--- config.mk ---
export PLATFORM = sky130hd
export DESIGN_NAME = cagen_top
export DESIGN_NICKNAME = d
export VERILOG_FILES = /design/src/logic/cagen_pkg.sv /design/src/logic/cagen_top.sv /design/src/logic/cagen_opnd.sv
export SDC_FILE = /design/constraint.sdc
export NUM_CORES = 1
export LEC_CHECK = 0
export BUFFER_PORTS_ARGS = -buffer_cell sky130_fd_sc_hd__buf_2
export CAP_MARGIN = 10
export CORE_MARGIN = 2
export CORE_UTILIZATION = 57
export CTS_BUF_LIST = sky130_fd_sc_hd__clkbuf_2
export DETAILED_ROUTE_END_ITERATION = 12
export PLACE_DENSITY = 0.93
export RECOVER_POWER = 50
export SYNTH_ARGS = -nofsm -noshare
export SYNTH_HDL_FRONTEND = slang
export SYNTH_HIERARCHICAL = 1
export SYNTH_SLANG_ARGS = --single-unit
--- constraint.sdc ---
create_clock -name clk_sys -period 7.1 [get_ports clk_sys]
set_clock_uncertainty 0.05 [all_clocks]
set_input_delay 1.42 -clock clk_sys [delete_from_list [all_inputs] [get_ports clk_sys]]
set_output_delay 1.42 -clock clk_sys [all_outputs]
set_load 0.05 [all_outputs]
--- src/logic/cagen_pkg.sv ---
// Package of constants and carriers for the address generation block
// Notes on behaviour
// - No branch: counter advances by instruction length
// - Relative target: next address plus signed displacement
// - Relative form for short branch, conditionals
// - Absolute call/branch load sixteen-bit immediate
// - Table call index selects 40H-7FH entry
// - Register jump copies accumulator pair
// - Direct operand uses sixteen-bit immediate address
// - Short direct maps byte into FE80H-FF1FH
// - Short direct bit 8 from operand range
// - Word short direct operands sit at even addresses
// - Word register access only via short direct
// - Special register address is FFH plus byte
// - Three-bit code selects one of eight bytes
// - Two-bit code selects one of four pairs
// - Register access width per type, word even
package cagen_pkg;

    localparam int unsigned ADDR_W = 16;

    // Branch kinds from the decoder
    typedef enum logic [2:0] {
        CAGEN_BR_NONE  = 3'h0,
        CAGEN_BR_REL   = 3'h1,
        CAGEN_BR_ABS   = 3'h2,
        CAGEN_BR_TABLE = 3'h3,
        CAGEN_BR_REG   = 3'h4
    } cagen_br_e;

    // Operand addressing kinds
    typedef enum logic [2:0] {
        CAGEN_OP_NONE   = 3'h0,
        CAGEN_OP_DIRECT = 3'h1,
        CAGEN_OP_SHORT  = 3'h2,
        CAGEN_OP_SPEC   = 3'h3,
        CAGEN_OP_BREG   = 3'h4,
        CAGEN_OP_PREG   = 3'h5
    } cagen_op_e;

    // Access widths
    typedef enum logic [1:0] {
        CAGEN_W_BIT  = 2'h0,
        CAGEN_W_BYTE = 2'h1,
        CAGEN_W_WORD = 2'h2
    } cagen_w_e;

    // Branch sequencer states
    typedef enum logic [3:0] {
        CAGEN_ST_IDLE = 4'h1,
        CAGEN_ST_RDLO = 4'h2,
        CAGEN_ST_RDHI = 4'h4,
        CAGEN_ST_LOAD = 4'h8
    } cagen_st_e;

    // Address constants
    localparam logic [15:0] RESET_PC      = 16'h0000;
    localparam logic [15:0] TABLE_BASE    = 16'h0040;
    localparam logic [15:0] SHORT_BASE_HI = 16'hFE00;
    localparam logic [7:0]  SHORT_SFR_TOP = 8'h1F;
    localparam int unsigned SHORT_BIT8    = 8;
    localparam logic [7:0]  SPEC_HI       = 8'hFF;
    localparam logic [15:0] SPEC_SHORT_HI = 16'hFF1F;
    localparam logic [15:0] SFR_BASE      = 16'hFF00;
    localparam int unsigned TIDX_LSB      = 1;
    localparam int unsigned TIDX_W        = 5;
    localparam int unsigned INSN_LEN_W    = 3;

    // Request from the instruction decoder
    typedef struct packed {
        cagen_br_e             br_kind;
        logic [INSN_LEN_W-1:0] insn_len;
        logic [7:0]            relative_displacement;
        logic [15:0]           absolute_address_operand;
        logic [7:0]            opcode;
        cagen_op_e             op_kind;
        cagen_w_e              op_width;
        logic [7:0]            op_byte;
        logic [2:0]            byte_register_index;
        logic [1:0]            pair_register_index;
    } cagen_req_s;

    // Operand address result
    typedef struct packed {
        logic        mem;
        logic        reg8;
        logic        reg16;
        logic [15:0] addr;
        logic [2:0]  reg_idx;
        cagen_w_e    width;
        logic        illegal;
    } cagen_opnd_s;

endpackage

--- src/logic/cagen_top.sv ---
// Program counter and operand address generation
`timescale 1ns/1ps
module cagen_top (
    input  wire logic                   clk_sys,
    input  wire logic                   srst,
    input  wire logic                   req_valid,
    output logic                        req_ready,
    input  wire cagen_pkg::cagen_req_s  req,
    input  wire logic [15:0]            accumulator_pair,
    output logic                        mem_rd,
    output logic [15:0]                 mem_addr,
    input  wire logic                   mem_ack,
    input  wire logic [7:0]             mem_rdata,
    output logic [15:0]                 pc,
    output logic                        pc_load,
    output cagen_pkg::cagen_opnd_s      opnd,
    output logic                        opnd_valid
);
    cagen_pkg::cagen_st_e     st_ff;      // Sequencer state
    logic [15:0]              pc_ff;      // Program counter
    logic [15:0]              tbl_ff;     // Table entry address
    logic [7:0]               lo_ff;      // Table low byte
    logic                     ld_ff;      // Load pulse
    logic                     ov_ff;      // Operand valid
    cagen_pkg::cagen_opnd_s   opnd_ff;    // Registered operand
    cagen_pkg::cagen_opnd_s   opnd_c;     // Combinational operand
    logic [15:0]              nxt_seq;    // Following instruction
    logic                     take;       // Request accepted

    // Sign-extend and add with wrap
    function automatic logic [15:0] rel_tgt(input logic [15:0] base,
                                            input logic [7:0]  d);
        logic [16:0] s;
        s = {1'b0, base} + {1'b0, {8{d[7]}}, d};
        return s[15:0];
    endfunction

    // Table entry address from opcode
    function automatic logic [15:0] tbl_addr(input logic [7:0] op);
        // entry is base plus twice index
        return cagen_pkg::TABLE_BASE |
            {10'h000, op[cagen_pkg::TIDX_LSB +: cagen_pkg::TIDX_W], 1'b0};
    endfunction

    cagen_opnd u_opnd (
        .req  (req),
        .opnd (opnd_c)
    );

    assign take      = req_valid && req_ready;
    assign req_ready = (st_ff == cagen_pkg::CAGEN_ST_IDLE);
    assign nxt_seq   = pc_ff + {13'h0000, req.insn_len};
    assign pc        = pc_ff;
    assign pc_load   = ld_ff;
    assign opnd      = opnd_ff;
    assign opnd_valid = ov_ff;
    assign mem_rd    = (st_ff == cagen_pkg::CAGEN_ST_RDLO)
                    || (st_ff == cagen_pkg::CAGEN_ST_RDHI);
    assign mem_addr  = (st_ff == cagen_pkg::CAGEN_ST_RDHI)
                    ? tbl_ff + 16'h0001 : tbl_ff;

    // Sequencer state
    always_ff @(posedge clk_sys) begin
        if (srst) begin
            st_ff <= cagen_pkg::CAGEN_ST_IDLE;
        end else begin
            case (st_ff)
                cagen_pkg::CAGEN_ST_IDLE: begin
                    if (take && req.br_kind == cagen_pkg::CAGEN_BR_TABLE) begin
                        st_ff <= cagen_pkg::CAGEN_ST_RDLO;
                    end
                end
                cagen_pkg::CAGEN_ST_RDLO: begin
                    if (mem_ack) begin
                        st_ff <= cagen_pkg::CAGEN_ST_RDHI;
                    end
                end
                cagen_pkg::CAGEN_ST_RDHI: begin
                    if (mem_ack) begin
                        st_ff <= cagen_pkg::CAGEN_ST_IDLE;
                    end
                end
                default: begin
                    st_ff <= cagen_pkg::CAGEN_ST_IDLE;
                end
            endcase
        end
    end

    // Table entry address and low byte
    always_ff @(posedge clk_sys) begin
        if (srst) begin
            tbl_ff <= 16'h0000;
            lo_ff  <= 8'h00;
        end else begin
            if (take && req.br_kind == cagen_pkg::CAGEN_BR_TABLE) begin
                tbl_ff <= tbl_addr(req.opcode);
            end
            if (st_ff == cagen_pkg::CAGEN_ST_RDLO && mem_ack) begin
                lo_ff <= mem_rdata;
            end
        end
    end

    // Program counter update
    always_ff @(posedge clk_sys) begin
        if (srst) begin
            pc_ff <= cagen_pkg::RESET_PC;
            ld_ff <= 1'b0;
        end else begin
            ld_ff <= 1'b0;
            if (take) begin
                case (req.br_kind)
                    cagen_pkg::CAGEN_BR_NONE:  pc_ff <= nxt_seq;
                    cagen_pkg::CAGEN_BR_REL: begin
                        pc_ff <= rel_tgt(nxt_seq, req.relative_displacement);
                        ld_ff <= 1'b1;
                    end
                    cagen_pkg::CAGEN_BR_ABS: begin
                        pc_ff <= req.absolute_address_operand;
                        ld_ff <= 1'b1;
                    end
                    cagen_pkg::CAGEN_BR_REG: begin
                        pc_ff <= accumulator_pair;
                        ld_ff <= 1'b1;
                    end
                    default: pc_ff <= pc_ff;
                endcase
            end else if (st_ff == cagen_pkg::CAGEN_ST_RDHI && mem_ack) begin
                pc_ff <= {mem_rdata, lo_ff};
                ld_ff <= 1'b1;
            end
        end
    end

    // Operand address register
    always_ff @(posedge clk_sys) begin
        if (srst) begin
            opnd_ff <= '0;
            ov_ff   <= 1'b0;
        end else begin
            ov_ff <= take && (req.op_kind != cagen_pkg::CAGEN_OP_NONE);
            if (take) begin
                opnd_ff <= opnd_c;
            end
        end
    end

    // Checks
    // relative target
    AST_REL: assert property (@(posedge clk_sys) disable iff (srst)
        take && req.br_kind == cagen_pkg::CAGEN_BR_REL |=>
        pc_load && pc == 16'($past(pc) + 16'($past(req.insn_len))
            + {{8{$past(req.relative_displacement[7])}},
               $past(req.relative_displacement)}))
        else $error("relative target wrong");
    AST_SEQ: assert property (@(posedge clk_sys) disable iff (srst)
        take && req.br_kind == cagen_pkg::CAGEN_BR_NONE |=>
        pc == $past(pc) + 16'($past(req.insn_len)) && !pc_load)
        else $error("sequential advance wrong");
    AST_ABS: assert property (@(posedge clk_sys) disable iff (srst)
        take && req.br_kind == cagen_pkg::CAGEN_BR_ABS |=>
        pc == $past(req.absolute_address_operand))
        else $error("absolute load wrong");
    AST_REG: assert property (@(posedge clk_sys) disable iff (srst)
        take && req.br_kind == cagen_pkg::CAGEN_BR_REG |=>
        pc == $past(accumulator_pair))
        else $error("register jump wrong");
    AST_TBL: assert property (@(posedge clk_sys) disable iff (srst)
        mem_rd |-> mem_addr >= 16'h0040 && mem_addr <= 16'h007F)
        else $error("table address out of range");
    AST_TBLSEQ: assert property (
        @(posedge clk_sys) disable iff (srst)
        st_ff == cagen_pkg::CAGEN_ST_RDHI && mem_ack |=>
        pc_load && pc[7:0] == $past(lo_ff))
        else $error("table load order wrong");
    AST_SHORT: assert property (@(posedge clk_sys) disable iff (srst)
        ov_ff && opnd.mem && !opnd.illegal && $past(req.op_kind)
        == cagen_pkg::CAGEN_OP_SHORT |->
        opnd.addr >= 16'hFE80 && opnd.addr <= 16'hFF1F)
        else $error("short address outside window");
    AST_SPEC: assert property (@(posedge clk_sys) disable iff (srst)
        take && req.op_kind == cagen_pkg::CAGEN_OP_SPEC |=>
        opnd.addr[15:8] == 8'hFF && opnd.addr[7:0] == $past(req.op_byte))
        else $error("special address wrong");
    AST_WORD: assert property (@(posedge clk_sys) disable iff (srst)
        take && req.op_kind == cagen_pkg::CAGEN_OP_SPEC
        && req.op_width == cagen_pkg::CAGEN_W_WORD |=> opnd.illegal)
        else $error("word special access allowed");

    COV_REL: cover property (@(posedge clk_sys)
        take && req.br_kind == cagen_pkg::CAGEN_BR_REL);
    COV_TBL: cover property (@(posedge clk_sys)
        st_ff == cagen_pkg::CAGEN_ST_RDHI && mem_ack);
    COV_SHORT: cover property (@(posedge clk_sys)
        take && req.op_kind == cagen_pkg::CAGEN_OP_SHORT);
endmodule

--- src/logic/cagen_opnd.sv ---
// Operand effective address former
`timescale 1ns/1ps
module cagen_opnd (
    input  wire cagen_pkg::cagen_req_s  req,
    output cagen_pkg::cagen_opnd_s      opnd
);
    // Combinational operand address decode
    always_comb begin
        opnd         = '0;
        opnd.width   = req.op_width;
        case (req.op_kind)
            cagen_pkg::CAGEN_OP_DIRECT: begin
                opnd.mem  = 1'b1;
                opnd.addr = req.absolute_address_operand;
                opnd.illegal = (req.op_width == cagen_pkg::CAGEN_W_WORD)
                    && (req.absolute_address_operand >= cagen_pkg::SFR_BASE);
            end
            cagen_pkg::CAGEN_OP_SHORT: begin
                opnd.mem  = 1'b1;
                opnd.addr = cagen_pkg::SHORT_BASE_HI | {8'h00, req.op_byte};
                opnd.addr[cagen_pkg::SHORT_BIT8] =
                    (req.op_byte <= cagen_pkg::SHORT_SFR_TOP);
                opnd.illegal = (req.op_width == cagen_pkg::CAGEN_W_WORD)
                    && req.op_byte[0];
                if ((req.op_byte > cagen_pkg::SHORT_SFR_TOP)
                    && !req.op_byte[7]) begin
                    opnd.illegal = 1'b1;
                end
            end
            cagen_pkg::CAGEN_OP_SPEC: begin
                opnd.mem  = 1'b1;
                opnd.addr = {cagen_pkg::SPEC_HI, req.op_byte};
                opnd.illegal = (req.op_width == cagen_pkg::CAGEN_W_WORD);
            end
            cagen_pkg::CAGEN_OP_BREG: begin
                opnd.reg8    = 1'b1;
                opnd.reg_idx = req.byte_register_index;
            end
            cagen_pkg::CAGEN_OP_PREG: begin
                opnd.reg16   = 1'b1;
                opnd.reg_idx = {1'b0, req.pair_register_index};
            end
            default: begin
                opnd.width = req.op_width;
            end
        endcase
    end
endmodule

After elaboration in Yosys (flattened, before gate mapping)
Cells that the tools add are included.
{"block": "word_totals", "regBits": 61, "inputBits": 84}
{"block": "classes", "order_cmp": 3, "eq_ne": 17, "n_reduce_logical": 17, "muxes": 18, "n_addsub": 3}
{"cell": "16-bit case mux with 4 select lines", "n": 1}
{"cell": "16-bit case mux with 3 select lines", "n": 1}
{"cell": "16-bit two-way mux", "n": 2}
{"cell": "16-bit adder", "n": 1}
{"cell": "16-bit by 3-bit adder with 16-bit output", "n": 1}
{"cell": "16-bit >= comparator (second input constant)", "n": 1}
{"cell": "3-bit by 2-bit == test with 1-bit output (second input constant)", "n": 4}
{"cell": "4-bit two-way mux", "n": 3}
{"cell": "4-bit case mux with 3 select lines", "n": 1}
{"cell": "3-bit == test (second input constant)", "n": 3}
{"cell": "7-bit by 1-bit adder with 8-bit output (second input constant)", "n": 1}
{"cell": "8-bit by 5-bit > comparator with 1-bit output (second input constant)", "n": 1}
{"cell": "8-bit by 5-bit less-or-equal comparator with 1-bit output (second input constant)", "n": 1}
{"cell": "1-bit logical AND", "n": 8}
{"cell": "8-bit two-way mux", "n": 1}
{"cell": "1-bit two-way mux", "n": 7}
{"cell": "3-bit by 1-bit == test with 1-bit output (second input constant)", "n": 2}
{"cell": "3-bit case mux with 2 select lines", "n": 1}
{"cell": "3-bit OR reduction", "n": 2}
{"cell": "5-bit by 1-bit != test with 1-bit output (second input constant)", "n": 1}
{"cell": "4-bit by 1-bit == test with 1-bit output (second input constant)", "n": 1}
{"cell": "4-bit by 2-bit == test with 1-bit output (second input constant)", "n": 1}
{"cell": "4-bit by 3-bit == test with 1-bit output (second input constant)", "n": 1}
{"cell": "2-bit != test (second input constant)", "n": 2}
{"cell": "10 further kinds", "n": 10}

Longest topological paths before layout
Gate-level depths: netlist of run 1.
{"block": "depth", "ltp_word": 5, "depth_mapped": 14, "mapped_depth_nobuf": 14}

By module
Netlist of run 1, hierarchy kept.
{"module": "cagen_top", "n_inst": 1, "seq_area_each_um2": 1201.2, "area_per_inst_um2": 3967.6, "cells_each": 516}
{"module": "cagen_opnd", "n_inst": 1, "seq_area_each_um2": 0.0, "area_per_inst_um2": 321.6, "cells_each": 59}

Worst setup path after synthesis of run 1
OpenSTA, ideal clock, no wires.
{"block": "synth_timing", "path_type": "input-to-reg", "from": "input req[50] in the netlist's numbering", "to": "register pc_ff[11], in the netlist pc[11]", "required_time_ns": 6.917, "path_slack_ns": 2.819, "t_arrival_ns": 4.098, "path_buffers": 0, "path_stages": 13, "setup_ns": 0.133, "cell_sequence": "ha_1 fa_1 a21oi_1 nand2b_1 xnor2_1 ha_1 a21o_1 a31o_2 o21ai_2 o311ai_4 xor2_1 a221oi_1 a2111oi_2"}
{"block": "synth_via", "elab_chain_len": 4}
{"element": "start: declaration", "line": "cagen_top.sv:8", "text": "input wire cagen_pkg::cagen_req_s req,"}
{"element": "16-bit by 3-bit adder with 16-bit output *", "line": "cagen_top.sv:52", "text": "assign nxt_seq = pc_ff + {13'h0000, req.insn_len};"}
{"element": "16-bit adder", "line": "cagen_top.sv:34", "text": "s = {1'b0, base} + {1'b0, {8{d[7]}}, d};"}
{"element": "16-bit case mux with 4 select lines *", "line": "cagen_top.sv:113", "text": "case (req.br_kind)"}
{"element": "16-bit two-way mux *", "line": "cagen_top.sv:112", "text": "if (take) begin"}
{"element": "end signal: assignment", "line": "cagen_top.sv:114", "text": "cagen_pkg::CAGEN_BR_NONE: pc_ff <= nxt_seq;"}
{"element": "end signal: assignment", "line": "cagen_top.sv:116", "text": "pc_ff <= rel_tgt(nxt_seq, req.relative_displacement);"}
{"element": "end signal: assignment", "line": "cagen_top.sv:120", "text": "pc_ff <= req.absolute_address_operand;"}
{"element": "end: declaration", "line": "cagen_top.sv:20", "text": "logic [15:0] pc_ff;"}
Mark *: on every way between the ends. The rest lies on a longest branch, timed or not.
A chain may end at the register's enable or synchronous reset.

Worst setup path after layout of run 1
Same ends and word-level chain as after synthesis.

==> flow_summary.yaml, run 1 <==
run_status:
  status: "complete, but fails checks"
  failed_checks: "max-capacitance violations, max-slew violations"
logic_synthesis:
  avgSynthCellArea_um2: 7.46
  synth_top_area_share_pct: 28.0
  ys_warn_count: 6
  yosys.area.top_type: "dfxtp_1"
  ys_seq_area_share_pct: 28.0
  yosys-top-cells-area: "dfxtp_1, nand2_1, a21oi_1"
  synthFlopType: "dfxtp_1"
  synth_edf_count: 0
  synth_area_um2: 4290
  synth-async-reset-ratio_pct: 0
  synth_cells: 575
  yosys.cell_types.count: 74
  ys_ff_latch: 60
grt:
  grt_first_pass_wirelength_um: 20800
  grt_pass1_vias: 4362
  grt_use_total_pct: 31.1
  antenna_found_initial: 0
  grt.overflow.total: 0
  grt_max_degree: 63
final_layout:
  final_area_um2: 4960
  synthToLayoutAreaGrowth_pct: 15.6
  drive_gt1_share_pct: 22.2
  nNetsFinal: 788
  antenna_cells: 0
clocking:
  ctsHoldBuffers: 0
  cts.clk_slew.worst_paths_ns: 0.20
  cts_buffer_depth: 2
  cts_sinks: 60
  worstSkewPairLatency_ns: 0.52
  cts_tree: "yes"
  ctsResizeCount: 0
  numCtsBuffers: 9
  htree_levels: 3
  cts_setup_buffers: 0
  cts_root_buffer: "clkbuf_2"
sta:
  drv_slew: 63
  tightest_slew_ns: 2.79
  clock.fmax_mhz: 233
  min_period_ns: 4.29
  rsz0062_at_grt: "no"
  hold_violations: 0
  finalSetupViolations: 0
  fin_setup_tns_ns: 0
  fin_crit_sh_pct: 60.4
  maxSlewHeadroom_pct: -86.0
setup_path:
  cp_cell_sequence: "buf_2 > ha_1 > fa_1 > a21oi_1 > nand2b_1 > xnor2_1 > ha_1 > a21o_1 > a31o_2 > o21ai_2 > o311ai_4 > xor2_1 > a221oi_1 > a2111oi_2"
  max_stage_delay_ns: 0.42
  regToRegSetupSlack_ns: 3.45
  startpoint: "req[50]"
  reg2reg_to: "pc[11]$_SDFFE_PP0P_"
  reg2reg_from: "pc[0]$_SDFFE_PP0P_"
  crit_type: "in -> reg"
  critPathLaunchType: "input pin"
  end_kind: "flip-flop"
  cp.required_ns: 7.36
  crit_slowest_cell: "fa_1"
  worstPathArrival_ns: 4.55
  setup.worst_path.end: "pc[11]$_SDFFE_PP0P_"
  cp_max_fo: 5
  ff2ff_path_depth: 13
  crit_top_cell: "ha_1"
die:
  die_w_um: 90.7
  io_pins: 145
  initial_core_util_pct: 59.1
  die_area_um2: 8230
  core_area_um2: 7250
  placementRows: 31
  die_h_um: 90.7
power_and_ir_drop:
  p_per_area_nw_per_um2: 172
  ir_drop_v: 0.000140
  leakage_nw: 2.15
detailed_routing:
  drtIter0Drc: 371
  drc: 0
  vias_per_cell: 5.89
  vias: 4642
  wirelength_um: 13000
  wl_per_cell_um: 16.5
  ant_nets: 0
  first_pass_iters: 6
place:
  dp_hpwl_um: 9730
  dpl_cell_area_um2: 4880
  globalplace.congestion: 0.980
  io_buffers: 132
flow_run:
  drv_cap: 1
worst_hold_path:
  hold_path_class: "reg -> reg"
==> power breakdown <==
group,internal [W],switching [W]
sequential,0.000351,0.0000129
combinational,0.0000999,0.000196
clock,0.0000467,0.000145
==> cells in the mapped netlist (9+ instances only) <==
master	number
ha_1	18
a22oi_1	10
xor2_1	9
dfxtp_1	60
inv_1	16
o21a_1	13
nand2_1	100
nor2_1	54
clkbuf_1	13
o22ai_1	10
xnor2_1	19
o21ai_0	17
nor3_1	10
buf_2	14
a21oi_1	70
buf_4	12
==> metrics by stage <==
stage          hold slack, ns  setup WS (ns)  util (%)  power (W)  cells
2_1_floorplan           0.382           2.82         -   0.000586    583
3_3_place_gp            0.391           2.43      67.3   0.000654    772
3_5_place_dp            0.393           2.38      67.3   0.000661    772
4_1_cts                 0.414           2.93      68.6   0.000847    788
5_1_grt                 0.428           2.60      68.4   0.000889    788
6_report                0.415           2.81      68.4   0.000851    788
==> critical path: cells and delay by family <==
kind / cells / cell delay (ns)
AO/OA/AOI/OAI: 7 / 1.48
adder cells (fa/ha/maj): 3 / 0.99
XOR/XNOR: 2 / 0.38
AND/OR/NAND/NOR: 1 / 0.16
buffers and inverters: 1 / 0.10
==> sequential cells by signal, summed over array words and instances (netlist names) <==
signal,flops
lo_ff,8
opnd,25
opnd_valid,1
pc,16
pc_load,1
st_ff,3
tbl_ff,6
==> per-layer routing <==
layer / share of wire [%] / GRT usage (%)
met4: 3.6 / 12.3
met1: 40 / 38.5
met5: 0 / 0
met3: 8.2 / 7.60
met2: 48 / 52.1
==> layout make-up <==
type | instances | area, um2
flip-flops and latches | 60 | 1200
well taps | 99 | 124
clock buffers | 9 | 45.0
fillers | 657 | 2290
repair buffers | 135 | 664
inverters | 16 | 60.1
clock inverters | 7 | 52.6
multi-input cells | 462 | 2810
==> kinds of logic after synthesis <==
group,Yosys count,synth area share [%]
simple gates,222,24.1
compound gates,175,26.9
buf+inv,61,7.15
flops,60,28.0
xor+xnor,28,5.72
fa+ha+maj,21,6.45
mux,7,1.66
other cells,1,0.0874
==> layout by cell type, fill, tap and decap left out, drive strengths merged, types with 3 or more instances in the layout <==
cell type    n
clkinv       3
o22a         3
a21oi       71
o21ai       21
a21o         5
nand2      101
a31oi        3
nand3        8
a22o         3
conb         9
nand4        4
and2         3
or3          6
o211ai       3
o21a        13
and4         3
and3         5
ha          18
nand2b       5
xor2         9
buf        122
a211oi       4
xnor2       19
mux2i        6
nor4         4
nor2        54
nor3        11
a221oi       5
a22oi       10
nor3b        5
inv         17
clkbuf      22
o22ai       10
dfxtp       60
clkinvlp     3
nor2b        6
==> worst min path at each step <==
| stage | to | from | cells after the start |
|---|---|---|---|
| after CTS | lo_ff[3]$_SDFFE_PP0P_ | lo_ff[3]$_SDFFE_PP0P_ | 2 |
| final | lo_ff[3]$_SDFFE_PP0P_ | lo_ff[3]$_SDFFE_PP0P_ | 2 |
| after detailed placement | opnd[21]$_SDFFE_PP0P_ | opnd[21]$_SDFFE_PP0P_ | 2 |
| after global placement | opnd[18]$_SDFFE_PP0P_ | opnd[18]$_SDFFE_PP0P_ | 2 |
| after floorplan | lo_ff[4]$_SDFFE_PP0P_ | lo_ff[4]$_SDFFE_PP0P_ | 2 |
| after global routing | opnd[21]$_SDFFE_PP0P_ | opnd[21]$_SDFFE_PP0P_ | 2 |
Note: power is estimated with default switching activity, not from simulation.
==> inputs of run 2 (changes only) <==
Settings changed: ABC_AREA set to 1, CORE_UTILIZATION 57 to 48, PLACE_DENSITY 0.93 to 0.84.
Clock period 7.1 ns to 3.85 ns, I/O delays scaled along.
==> run 2 against run 1 <==
  * The run still ends with max-capacitance violations, max-slew violations left
  * Non-clock buffer count increased by 4
  * Final cell count rose by 19%
  * Die area increased by 20%
  * Synthesized area increased by 2.0%
  * Utilization decreased by 10 points
  * Register-to-register slack lost 2.8 ns
  * Largest cell class unchanged
  * Largest power group unchanged
==> flow_summary.yaml, run 2 <==
run_status:
  status: "complete, but fails checks"
  failed_checks: "max-capacitance violations, max-slew violations"
setup_path:
  end_kind: "flip-flop"
  reg2reg_from: "pc[0]$_SDFFE_PP0P_"
  crit_type: "reg -> reg"
  worstPathArrival_ns: 3.62
  ff2ff_path_depth: 21
  cp.required_ns: 4.24
  regToRegSetupSlack_ns: 0.62
  critPathLaunchType: "flip-flop"
  cp_max_fo: 6
  reg2reg_to: "pc[13]$_SDFFE_PP0P_"
place:
  dpl_cell_area_um2: 5030
  io_buffers: 132
  dp_hpwl_um: 10100
  globalplace.congestion: 0.941
clocking:
  worstSkewPairLatency_ns: 0.50
  cts_buffer_depth: 2
  cts_sinks: 60
  cts.clk_slew.worst_paths_ns: 0.19
  ctsHoldBuffers: 0
  ctsResizeCount: 0
  numCtsBuffers: 9
  htree_levels: 3
  cts_root_buffer: "clkbuf_2"
  cts_setup_buffers: 0
  cts_tree: "yes"
worst_hold_path:
  hold_path_depth: 3
  worstHoldStart: "req[23]"
  hold_path_class: "in -> reg"
  whs_endpoint: "tbl_ff[5]$_SDFFE_PP0P_"
final_layout:
  layout_commonest_cell: "nand2_1"
  nNetsFinal: 927
  synthToLayoutAreaGrowth_pct: 16.3
  final_area_um2: 5090
  register_area_um2: 1200
  multi_input_area_um2: 2670
  fillerInstances: 922
  final_cell_mix: "nand2_1, buf_2, nor2_1, inv_1, o21ai_0"
  final_core_util_pct: 58.1
  regMostFlops: "opnd"
  drive_gt1_share_pct: 18.2
  largest_reg_flops: 25
  antenna_cells: 0
sta:
  finalSetupViolations: 0
  tightest_slew_ns: 1.87
  clock.fmax_mhz: 310
  hold_slack_ns: 0.423
  hold_violations: 0
  drv_slew: 87
  min_period_ns: 3.23
  fin_crit_sh_pct: 83.9
  maxSlewHeadroom_pct: -24.6
  rsz0062_at_grt: "no"
  fin_setup_tns_ns: 0
die:
  die_area_um2: 9900
  placementRows: 34
  initial_core_util_pct: 49.9
  io_pins: 145
  core_area_um2: 8760
  die_w_um: 99.5
  die_h_um: 99.5
power_and_ir_drop:
  p_per_area_nw_per_um2: 336
  p_total_w: 0.00171
  ir_drop_v: 0.000214
  leakage_nw: 2.69
detailed_routing:
  drtIter0Drc: 353
  ant_nets: 0
  wirelength_um: 12900
  wl_per_cell_um: 13.8
  vias: 4933
  drc: 0
  first_pass_iters: 5
  vias_per_cell: 5.27
flow_run:
  drv_cap: 2
logic_synthesis:
  synth_cells: 703
  yosys.area.top_type: "dfxtp_1"
  synth_commonest_cells: "nand2_1, nor2_1, inv_1, o21ai_0, a21oi_1"
  yosysMostFrequentCell: "nand2_1"
  avgSynthCellArea_um2: 6.23
  synth_edf_count: 0
  ys_ff_latch: 60
  synth_area_um2: 4380
  synth-async-reset-ratio_pct: 0
  yosys-top-cells-area: "dfxtp_1, nand2_1, nor2_1"
  ys_warn_count: 6
  yosys.cell_types.count: 41
  synth_top_area_share_pct: 27.4
  ys_seq_area_share_pct: 27.4
  synthFlopType: "dfxtp_1"
grt:
  grt_pass1_vias: 4551
  grt_first_pass_wirelength_um: 21200
  antenna_found_initial: 0
  grt_use_total_pct: 26.3
  grt.overflow.total: 0
  grt_max_degree: 44
==> run 2: changes by cell type after synthesis, sizes merged, moves of 13 or more <==
cell | previous run | this run
nand3 | 8 | 42
o21a | 13 | 0
inv | 16 | 78
o21ai | 21 | 67
nand2 | 101 | 178
nor2 | 54 | 97
xnor2 | 19 | 2
==> run 2: worst max path at each step <==
stage                       start                   to  slack [ns]  cells after the start
6_report       pc[0]$_SDFFE_PP0P_  pc[13]$_SDFFE_PP0P_        0.62                     21
5_1_grt        pc[0]$_SDFFE_PP0P_  pc[13]$_SDFFE_PP0P_        0.26                     21
3_5_place_dp              req[50]  pc[15]$_SDFFE_PP0P_        0.15                     22
2_1_floorplan             req[50]  pc[13]$_SDFFE_PP0P_        0.63                     21
3_3_place_gp              req[50]  pc[13]$_SDFFE_PP0P_        0.23                     22
4_1_cts        pc[0]$_SDFFE_PP0P_  pc[15]$_SDFFE_PP0P_        0.68                     21
==> run 2: cell type report <==
| cell class | count | area share (%) |
|---|---|---|
| Sequential cell | 60 | 23.6 |
| Clock buffer | 9 | 0.885 |
| Clock inverter | 7 | 1.33 |
| Multi-Input combinational cell | 534 | 52.4 |
| Inverter | 79 | 5.83 |
| Tap cell | 108 | 2.65 |
| Timing Repair Buffer | 139 | 13.3 |
==> run 2: per-stage QoR <==
stage / std cells / setup slack, ns
6_report: 936 / 0.620
5_1_grt: 936 / 0.256
4_1_cts: 936 / 0.678
3_5_place_dp: 920 / 0.148
3_3_place_gp: 920 / 0.233
2_1_floorplan: 711 / 0.630
==> run 2: kinds of logic after synthesis <==
| kind of cell | count (synthesis) | share of synthesized area [%] |
|---|---|---|
| AO/OA/AOI/OAI | 150 | 18.9 |
| other | 1 | 0.0857 |
| adder cells (fa/ha/maj) | 20 | 6.06 |
| AND/OR/NAND/NOR | 346 | 33.8 |
| buffers and inverters | 117 | 11.9 |
| XOR/XNOR | 9 | 1.80 |
| flip-flops | 60 | 27.4 |
==> run 2: critical path, stage by stage (launching register included) <==
cell     delay (ns)
dfxtp_1        0.37
ha_1           0.22
fa_1           0.40
nand2_1        0.09
nand2_1        0.11
nand3_1        0.14
nor2_1         0.10
nand2_1        0.08
xor2_1         0.19
inv_1          0.07
ha_1           0.35
nand2_1        0.15
nor2_1         0.08
inv_1          0.05
nor2_1         0.04
nor3_1         0.21
nand2_1        0.09
nand2_1        0.07
nand3_1        0.06
nand2_1        0.09
nand2_1        0.06
a21oi_1        0.10
==> run 2: per-layer routing <==
metal  GRT usage [%]  part of all wire, %  vias to the layer above
li1                -                    -                     2514
met4            8.11                  1.8                        0
met1            35.8                   44                     2201
met2            43.1                   46                      195
met3            4.15                  7.7                       23
met5               0                    0                        -
==> run 2: power by group <==
group / switching, W / internal (W)
Sequential: 0.0000276 / 0.000660
Clock: 0.000254 / 0.000146
Combinational: 0.000441 / 0.000184
